### src/acrt_pkg.sv
// Package with opcodes, carriers and reset values for the accumulator transfer decoder.
package acrt_pkg;

  // Width of one instruction word.
  localparam int unsigned INSTR_W = 10;

  // Opcode that loads the first interrupt control register from the accumulator.
  localparam logic [9:0] OP_LOAD_INT_CTRL_FIRST = 10'h03F;
  // Opcode that loads the first timer control register from the accumulator.
  localparam logic [9:0] OP_LOAD_TIMER_CTRL_FIRST = 10'h20E;
  // Opcode of the reload load; this value is a free choice of the block.
  localparam logic [9:0] OP_LOAD_RELOAD_ONE = 10'h23F;
  // Opcode of the second interrupt control load; also a free choice.
  localparam logic [9:0] OP_LOAD_INT_CTRL_SECOND = 10'h03E;

  // Reset values of the destination registers.
  localparam logic [7:0] RELOAD_RST = 8'h00;
  localparam logic [3:0] NIBBLE_RST = 4'h0;

  // Instruction presented for execution with its source operands.
  typedef struct packed {
    logic       valid;
    logic [9:0] opcode;
    logic [3:0] acc;
    logic [3:0] reg_b;
  } acrt_instr_t;

  // Result flags reported back to the sequencer.
  typedef struct packed {
    logic hit;
    logic carry_we;
    logic skip;
  } acrt_status_t;

endpackage

### src/acrt_transfer.sv
// Decoder and executor for accumulator to peripheral register transfers.
`timescale 1ns/100ps
`default_nettype none
module acrt_transfer (
  // Clock and reset.
  input  wire logic                  mclk,
  input  wire logic                  reset_n,
  // Instruction from the sequencer, same clock domain.
  input  wire acrt_pkg::acrt_instr_t instr,
  // Destination registers.
  output var  logic [7:0]            timer_one_reload_reg,
  output var  logic [3:0]            interrupt_control_first,
  output var  logic [3:0]            interrupt_control_second,
  output var  logic [3:0]            timer_control_first,
  // Status toward the sequencer.
  output var  acrt_pkg::acrt_status_t status
);

  // Timing of one transfer. A word is taken at the rising edge of mclk at
  // which instr.valid is high and the opcode matches one of the four codes.
  // The destination register and the hit pulse change right after that
  // edge, so every transfer is one word long and ends in one machine cycle.
  // Words may follow each other on every cycle in any order; nothing here
  // stalls the sequencer. A word that is invalid, or whose opcode matches
  // none of the four codes, leaves every register as it was and gives no hit.
  // The carry flag and the skip of the next word are never requested, so
  // the sequencer may treat these transfers like any plain move.

  // Reset synchroniser stages; only the second stage is used by logic.
  logic rst_meta_n;
  logic rst_n;

  // Decoded one-hot strobes for the four transfer instructions.
  // They are read only by the destination registers, the status flop and
  // the checks below.
  logic load_reload_one_from_b_and_acc;
  logic load_int_ctrl_first_from_acc;
  logic load_int_ctrl_second_from_acc;
  logic load_timer_ctrl_first_from_acc;

  // Release of reset passes two flip-flops so it leaves cleanly on mclk.
  // Assertion needs no clock: both stages clear at once and the outputs
  // follow. Only the release is timed, and it reaches the logic at the
  // second rising edge, so a word may be taken from the third edge on.
  always_ff @(posedge mclk or negedge reset_n) begin
    if (!reset_n) begin
      rst_meta_n <= 1'b0;
      rst_n      <= 1'b0;
    end else begin
      rst_meta_n <= 1'b1;
      rst_n      <= rst_meta_n;
    end
  end

  // Opcode decode; each strobe requires a valid instruction word.
  // The whole ten-bit opcode is compared, so a word that differs in any bit
  // is refused. The four codes differ from each other, so at most one
  // strobe is high in any cycle.
  assign load_reload_one_from_b_and_acc =
    instr.valid && (instr.opcode == acrt_pkg::OP_LOAD_RELOAD_ONE);
  assign load_int_ctrl_first_from_acc =
    instr.valid && (instr.opcode == acrt_pkg::OP_LOAD_INT_CTRL_FIRST);
  assign load_int_ctrl_second_from_acc =
    instr.valid && (instr.opcode == acrt_pkg::OP_LOAD_INT_CTRL_SECOND);
  assign load_timer_ctrl_first_from_acc =
    instr.valid && (instr.opcode == acrt_pkg::OP_LOAD_TIMER_CTRL_FIRST);

  // Reload register: B to the high nibble, accumulator to the low nibble.
  // It keeps its value until the next reload load or a reset; the timer
  // that counts from it lies outside this block.
  always_ff @(posedge mclk or negedge rst_n) begin
    if (!rst_n) begin
      timer_one_reload_reg <= acrt_pkg::RELOAD_RST;
    end else if (load_reload_one_from_b_and_acc) begin
      timer_one_reload_reg <= {instr.reg_b, instr.acc};
    end
  end

  // First interrupt control register takes the accumulator.
  // It keeps its value until the next load of this register or a reset.
  always_ff @(posedge mclk or negedge rst_n) begin
    if (!rst_n) begin
      interrupt_control_first <= acrt_pkg::NIBBLE_RST;
    end else if (load_int_ctrl_first_from_acc) begin
      interrupt_control_first <= instr.acc;
    end
  end

  // Second interrupt control register takes the accumulator.
  // It keeps its value until the next load of this register or a reset.
  always_ff @(posedge mclk or negedge rst_n) begin
    if (!rst_n) begin
      interrupt_control_second <= acrt_pkg::NIBBLE_RST;
    end else if (load_int_ctrl_second_from_acc) begin
      interrupt_control_second <= instr.acc;
    end
  end

  // First timer control register takes the accumulator.
  // It keeps its value until the next load of this register or a reset.
  always_ff @(posedge mclk or negedge rst_n) begin
    if (!rst_n) begin
      timer_control_first <= acrt_pkg::NIBBLE_RST;
    end else if (load_timer_ctrl_first_from_acc) begin
      timer_control_first <= instr.acc;
    end
  end

  // Status: hit marks a one-cycle execution; carry and skip stay low.
  // Hit stands for exactly one cycle per taken word and is low otherwise,
  // so the sequencer can count executed transfers from it directly.
  always_ff @(posedge mclk or negedge rst_n) begin
    if (!rst_n) begin
      status <= '0;
    end else begin
      status.hit      <= load_reload_one_from_b_and_acc | load_int_ctrl_first_from_acc |
                         load_int_ctrl_second_from_acc | load_timer_ctrl_first_from_acc;
      status.carry_we <= 1'b0;
      status.skip     <= 1'b0;
    end
  end

  // Checks on the transfers. They are held off while the internal reset
  // copy is low, so the history that $past and $stable see at the first
  // edges after release is always the cleared state.

  // The reload register must show B over A one cycle after its instruction.
  AST_RELOAD: assert property (@(posedge mclk) disable iff (!rst_n)
    load_reload_one_from_b_and_acc |=>
      timer_one_reload_reg == {$past(instr.reg_b), $past(instr.acc)})
    else $error("Reload register not loaded from B and A.");

  // Without its instruction the reload register must not move.
  AST_HOLD_RELOAD: assert property (@(posedge mclk) disable iff (!rst_n)
    !load_reload_one_from_b_and_acc |=> $stable(timer_one_reload_reg))
    else $error("Reload register changed without its instruction.");

  // The first interrupt control register takes A one cycle later.
  AST_INT_FIRST: assert property (@(posedge mclk) disable iff (!rst_n)
    load_int_ctrl_first_from_acc |=> interrupt_control_first == $past(instr.acc))
    else $error("First interrupt control not loaded.");

  // Without its instruction the first interrupt control must not move.
  AST_HOLD_INT_FIRST: assert property (@(posedge mclk) disable iff (!rst_n)
    !load_int_ctrl_first_from_acc |=> $stable(interrupt_control_first))
    else $error("First interrupt control changed without its instruction.");

  // The second interrupt control register takes A one cycle later.
  AST_INT_SECOND: assert property (@(posedge mclk) disable iff (!rst_n)
    load_int_ctrl_second_from_acc |=> interrupt_control_second == $past(instr.acc))
    else $error("Second interrupt control not loaded.");

  // Without its instruction the second interrupt control must not move.
  AST_HOLD_INT_SECOND: assert property (@(posedge mclk) disable iff (!rst_n)
    !load_int_ctrl_second_from_acc |=> $stable(interrupt_control_second))
    else $error("Second interrupt control changed without its instruction.");

  // The first timer control register takes A one cycle later.
  AST_TIMER_FIRST: assert property (@(posedge mclk) disable iff (!rst_n)
    load_timer_ctrl_first_from_acc |=> timer_control_first == $past(instr.acc))
    else $error("Timer control not loaded.");

  // Without its instruction the timer control register must not move.
  AST_HOLD: assert property (@(posedge mclk) disable iff (!rst_n)
    !load_timer_ctrl_first_from_acc |=> $stable(timer_control_first))
    else $error("Timer control changed without its instruction.");

  // A first interrupt control load finishes in one cycle and touches neither carry nor skip.
  AST_ONE_CYCLE: assert property (@(posedge mclk) disable iff (!rst_n)
    (instr.valid && instr.opcode == acrt_pkg::OP_LOAD_INT_CTRL_FIRST) |=>
      status.hit && !status.skip && !status.carry_we)
    else $error("Transfer did not finish in one cycle cleanly.");

  // Carry write and skip are never requested by any of these transfers.
  AST_NO_SKIP: assert property (@(posedge mclk) disable iff (!rst_n)
    !status.skip && !status.carry_we)
    else $error("Transfer touched carry or skip.");

  // No valid word means no hit in the next cycle.
  AST_NO_FALSE_HIT: assert property (@(posedge mclk) disable iff (!rst_n)
    !instr.valid |=> !status.hit)
    else $error("Hit without a valid instruction.");

  // Every decoded transfer must report its hit in the very next cycle.
  AST_HIT_ANY: assert property (@(posedge mclk) disable iff (!rst_n)
    (load_reload_one_from_b_and_acc || load_int_ctrl_first_from_acc ||
     load_int_ctrl_second_from_acc || load_timer_ctrl_first_from_acc) |=> status.hit)
    else $error("Decoded transfer gave no hit.");

  // A valid word with none of the four opcodes must not raise the hit.
  AST_REFUSED: assert property (@(posedge mclk) disable iff (!rst_n)
    (instr.valid && instr.opcode != acrt_pkg::OP_LOAD_RELOAD_ONE &&
     instr.opcode != acrt_pkg::OP_LOAD_INT_CTRL_FIRST &&
     instr.opcode != acrt_pkg::OP_LOAD_INT_CTRL_SECOND &&
     instr.opcode != acrt_pkg::OP_LOAD_TIMER_CTRL_FIRST) |=> !status.hit)
    else $error("Unknown opcode gave a hit.");

  // Main scenarios: the reload and timer transfers alone, transfers back to back, and a
  // refused word.
  // A reload load on its own.
  COV_RELOAD: cover property (@(posedge mclk) disable iff (!rst_n)
    load_reload_one_from_b_and_acc);
  // Second then first interrupt control load in consecutive cycles.
  COV_INT_BOTH: cover property (@(posedge mclk) disable iff (!rst_n)
    load_int_ctrl_second_from_acc ##1 load_int_ctrl_first_from_acc);
  // A timer control load on its own.
  COV_TIMER: cover property (@(posedge mclk) disable iff (!rst_n)
    load_timer_ctrl_first_from_acc);
  // A valid word that none of the four opcodes matches.
  COV_REFUSED: cover property (@(posedge mclk) disable iff (!rst_n)
    instr.valid && !load_reload_one_from_b_and_acc && !load_int_ctrl_first_from_acc &&
      !load_int_ctrl_second_from_acc && !load_timer_ctrl_first_from_acc);
  // Two reload loads in consecutive cycles.
  COV_RELOAD_TWICE: cover property (@(posedge mclk) disable iff (!rst_n)
    load_reload_one_from_b_and_acc ##1 load_reload_one_from_b_and_acc);

endmodule
`default_nettype wire

### config.mk
export PLATFORM = sky130hd
export DESIGN_NAME = acrt_transfer
export DESIGN_NICKNAME = d
export VERILOG_FILES = /design/src/acrt_pkg.sv /design/src/acrt_transfer.sv
export SDC_FILE = /design/constraint.sdc
export NUM_CORES = 1
export LEC_CHECK = 0
export BUFFER_PORTS_ARGS = -buffer_cell sky130_fd_sc_hd__buf_2
export CAP_MARGIN = 25
export CELL_PAD_IN_SITES_DETAIL_PLACEMENT = 1
export CELL_PAD_IN_SITES_GLOBAL_PLACEMENT = 2
export CORE_MARGIN = 10
export CORE_UTILIZATION = 28
export DETAILED_ROUTE_END_ITERATION = 8
export GPL_TIMING_DRIVEN = 0
export PLACE_DENSITY = 0.74
export SLEW_MARGIN = 15
export SYNTH_ARGS = -nofsm -noshare
export SYNTH_HDL_FRONTEND = slang
export SYNTH_SLANG_ARGS = --single-unit
### constraint.sdc
create_clock -name mclk -period 0.95 [get_ports mclk]
set_input_delay 0.0475 -clock mclk [delete_from_list [all_inputs] [get_ports mclk]]
set_output_delay 0.0475 -clock mclk [all_outputs]
set_load 0.1 [all_outputs]
== Word-level counts from Yosys, hierarchy flattened ==
Cells that the tools add are included.

* Bits in registers: 23
* Bits of input ports: 21
* Output and inout bits: 23
* Word-level logic and storage cells: 18

* Bitwise gates (word level): 3
* Reductions and logical operators: 4
* Equal/unequal tests: 4

{| class="wikitable"
|+ Operators by type and width
! cell !! number
|-
| equality test 10 bit (second input constant) || 2
|-
| equality test 10 x 6 -> 1 bit (second input constant) || 2
|-
| logical AND 1 bit || 4
|-
| OR 1 bit || 3
|}

== Logic depth before layout (Yosys ltp) ==
* Word-level depth: 5
* Gate-level depth with buffers: 4
* Depth with buffers taken out: 3

== Worst setup path before layout ==
No wires, ideal clock.

* Path type: flip-flop to flip-flop
* From: reg, netlist name interrupt_control_first[0]
* To: reg interrupt_control_first[0]
* Required time: 824 ps
* Stages on the path, launching flop included: 2
* Arrival time: 1134 ps
* Period minus slack after synthesis: 1260 ps
* Path slack: -310 ps
* Library setup time: 126 ps
* Buffers on the path: 0
* Cell sequence: dfrtp_1 mux2_2

{| class="wikitable"
|+ RTL lines
! item !! line !! text
|-
| end signal, assigned || acrt_transfer.sv:83 || <nowiki>interrupt_control_first <= acrt_pkg::NIBBLE_RST;</nowiki>
|-
| end signal, assigned || acrt_transfer.sv:85 || <nowiki>interrupt_control_first <= instr.acc;</nowiki>
|-
| end, declared || acrt_transfer.sv:12 || <nowiki>output var logic [3:0] interrupt_control_first,</nowiki>
|}

== Final worst setup path ==
* From: reg timer_one_reload_reg[3]
* To: out timer_one_reload_reg[3]

{| class="wikitable"
|+ RTL lines
! item !! line !! text
|-
| start, declared || acrt_transfer.sv:11 || <nowiki>output var logic [7:0] timer_one_reload_reg,</nowiki>
|-
| start signal, assigned || acrt_transfer.sv:73 || <nowiki>timer_one_reload_reg <= acrt_pkg::RELOAD_RST;</nowiki>
|-
| start signal, assigned || acrt_transfer.sv:75 || <nowiki>timer_one_reload_reg <= {instr.reg_b, instr.acc};</nowiki>
|}

No word-level cell between the ends.

==> flow_metrics.tcl <==
set metrics [dict create \
    track_usage_pct 9.123 \
    period_share_pct 110.6 \
    critical-path-top-delay-family "flip-flops" \
    path_cells "buf_12" \
    holdPathEnd "interrupt_control_first[0]" \
    maxSlewViolCount 0 \
    overflow 0 \
    nFillCells 306 \
    pin_count 44 \
    status "finished with violations" \
    max_stage_delay_ns 0.52 \
    start_kind "register" \
    power_mw 1.778 \
    core.rowCount 20 \
    yosys-mux-area-fraction_pct 25.10 \
    dr.pass1.iters 4 \
    synth_top_area_cell "dfrtp_1" \
    clk_pin_slew_worst_paths_ns 0.12 \
    synth.cell_area_sq_um 937.1 \
    layout.nets 141 \
    first_iter_violations 25 \
    largest_reg_flops 8 \
    cts_tree "built" \
    antenna_found_initial 0 \
    core_sq_mm 0.003128 \
    grt_pass1_wl_mm 4.374 \
    yosys.area_share.xor_xnor_pct 0 \
    cts_buffers 3 \
    p_leak_nw 0.7892 \
    worst_setup_path_end_kind "output port" \
    ant_nets 0 \
    gp_congestion 0.7508 \
    antenna_cells 0 \
    dp.cells 148 \
    grt_max_degree 22 \
    hpwl_mm 1.988 \
    finalHoldViolations 0 \
    critPathRequiredTime_ns 0.90 \
    hold-worst-slack_ns 0.02259 \
    post-route-worst-setup-slack_ns -0.1009 \
    first_global_vias 793 \
    power_density_mw_per_mm2 1021 \
    crit_path_top_delay_cell "dfrtp_4" \
    yosysTopAreaCellShare_pct 61.42 \
    fin_crit_ns 1.051 \
    clockBufferDepth 2 \
    r2r-end "timer_one_reload_reg[3]" \
    clkLatencyLatePin_ns 0.31 \
    ir_drop_mv 0.7041 \
    drc 0 \
    clock_sinks 23 \
    hp-start "instr[4]" \
    fin_util_pct 55.68 \
    worstPathArrival_ns 1.00 \
    critPathMaxFanout 2 \
    setup_viol 22 \
    initial_core_util_pct 29.96 \
    synth_compound_area_share_pct 0 \
    synthSimpleGateAreaFrac_pct 10.55 \
    crit_type "reg -> out" \
    port_buffers 41 \
    final_cell_mix "21 x buf_2, 20 x dfrtp_4, 20 x buf_12" \
    die_width_um 77.85 \
    placed_cell_area_sq_mm 0.001291 \
    syn_area_per_cell_sq_um 15.12 \
    yosysWarnings 0 \
    htree_levels 1 \
    max_freq_mhz 951.6 \
    ys_ff_latch 23 \
    die_h_um 77.85 \
    vias 696 \
    ys_seq_area_share_pct 61.42 \
    syn_to_final_growth_pct 85.85 \
    reg2reg_from "timer_one_reload_reg[3]" \
    ff2ff_setup_slack_ns -0.04 \
    die-area_sq_mm 0.006061 \
    drive_above_1_share_pct 79.83 \
    finalInstanceArea_sq_mm 0.001742 \
    rr_worst_depth 2 \
    synth_fa_ha_area_share_pct 0 \
    synth_cells 62 \
    skew_ns 0.002300 \
    stdcell_count 163 \
    crit_buf_inv 1 \
    hold_class "in -> reg" \
    violations "setup timing" \
    routed_wl_mm 2.636 \
    synth.distinct_cells 15 \
    synthTopCellsByArea "dfrtp_1 61%, mux2_2 24%, nand4_4 2.3%" \
    final_common_cell "buf_2" \
    max-cap-violations 0 \
    cts-root-buf "clkbuf_4" \
    hold_depth 2 \
    via_per_inst 4.270 \
    rsz0062_at_grt "yes" \
    synth_top_family_by_area "multiplexers" \
    avgRoutedWirePerCell_um 16.17 \
]
repair_timing:
item	CTS	global route
hold buffers	6	0
setup buffers	2	3
pin swaps	0	3
gates resized for setup	86	2
setup endpoints to repair	41	34
hold endpoints to repair	7	0
where the power goes:
part | total, mW | leakage, nW | switching (mW) | internal [mW]
combinational | 0.306 | 0.499 | 0.182 | 0.124
sequential | 1.03 | 0.275 | 0.0312 | 1.00
clock | 0.438 | 0.0150 | 0.274 | 0.164
total | 1.78 | 0.789 | 0.488 | 1.29
routing by layer:
metal / share of wire [%] / GRT usage (%)
met1: 37 / 9.402
met2: 56 / 16.75
met3: 6.5 / 4.032
met4: 0.34 / 1.642
met5: 0 / 0
logic make-up (layout without fill, tap and decap cells):
group / Yosys count / after routing
buf+inv: 3 / 59
simple gates: 13 / 13
other cells: 2 / 3
mux: 21 / 21
flops: 23 / 23
worst max path at each step:
stage | startpoint | end | slack [ns] | cells after the start
after global routing | interrupt_control_first[0] | interrupt_control_first[0] | -0.14 | 1
final | timer_one_reload_reg[3] | timer_one_reload_reg[3] | -0.10 | 1
after CTS | timer_one_reload_reg[0] | timer_one_reload_reg[0] | -0.11 | 1
after detailed placement | instr[16] | interrupt_control_second[1] | -0.35 | 5
after floorplan | interrupt_control_first[0] | interrupt_control_first[0] | -0.07 | 1
after global placement | instr[16] | interrupt_control_second[0] | -0.32 | 5
cell usage after synthesis:
cell type	number
and2_1	1
and4b_1	1
and4bb_2	1
buf_2	1
buf_4	2
conb_1	2
dfrtp_1	23
mux2_2	20
mux2i_1	1
nand2_1	1
nand4_1	3
nand4_4	1
nor2_1	2
nor2b_1	2
nor4_1	1
cell type report:
type                            count  area [sq um]  share of cell area [%]
Buffer                              3         20.02                   1.149
Clock buffer                        4         26.28                   1.509
Multi-Input combinational cell     37         367.9                   21.12
Sequential cell                    23         651.9                   37.43
Tap cell                           44         55.05                   3.161
Timing Repair Buffer               52         620.6                   35.63
through the flow:
stage,setup slack [ns],TNS (ns)
final,-0.1009,-1.802
after global routing,-0.1413,-2.676
after CTS,-0.1108,-2.144
after detailed placement,-0.3466,-7.923
after global placement,-0.3178,-6.727
after floorplan,-0.07298,-1.437
Note: power is estimated with default switching activity, not from simulation.
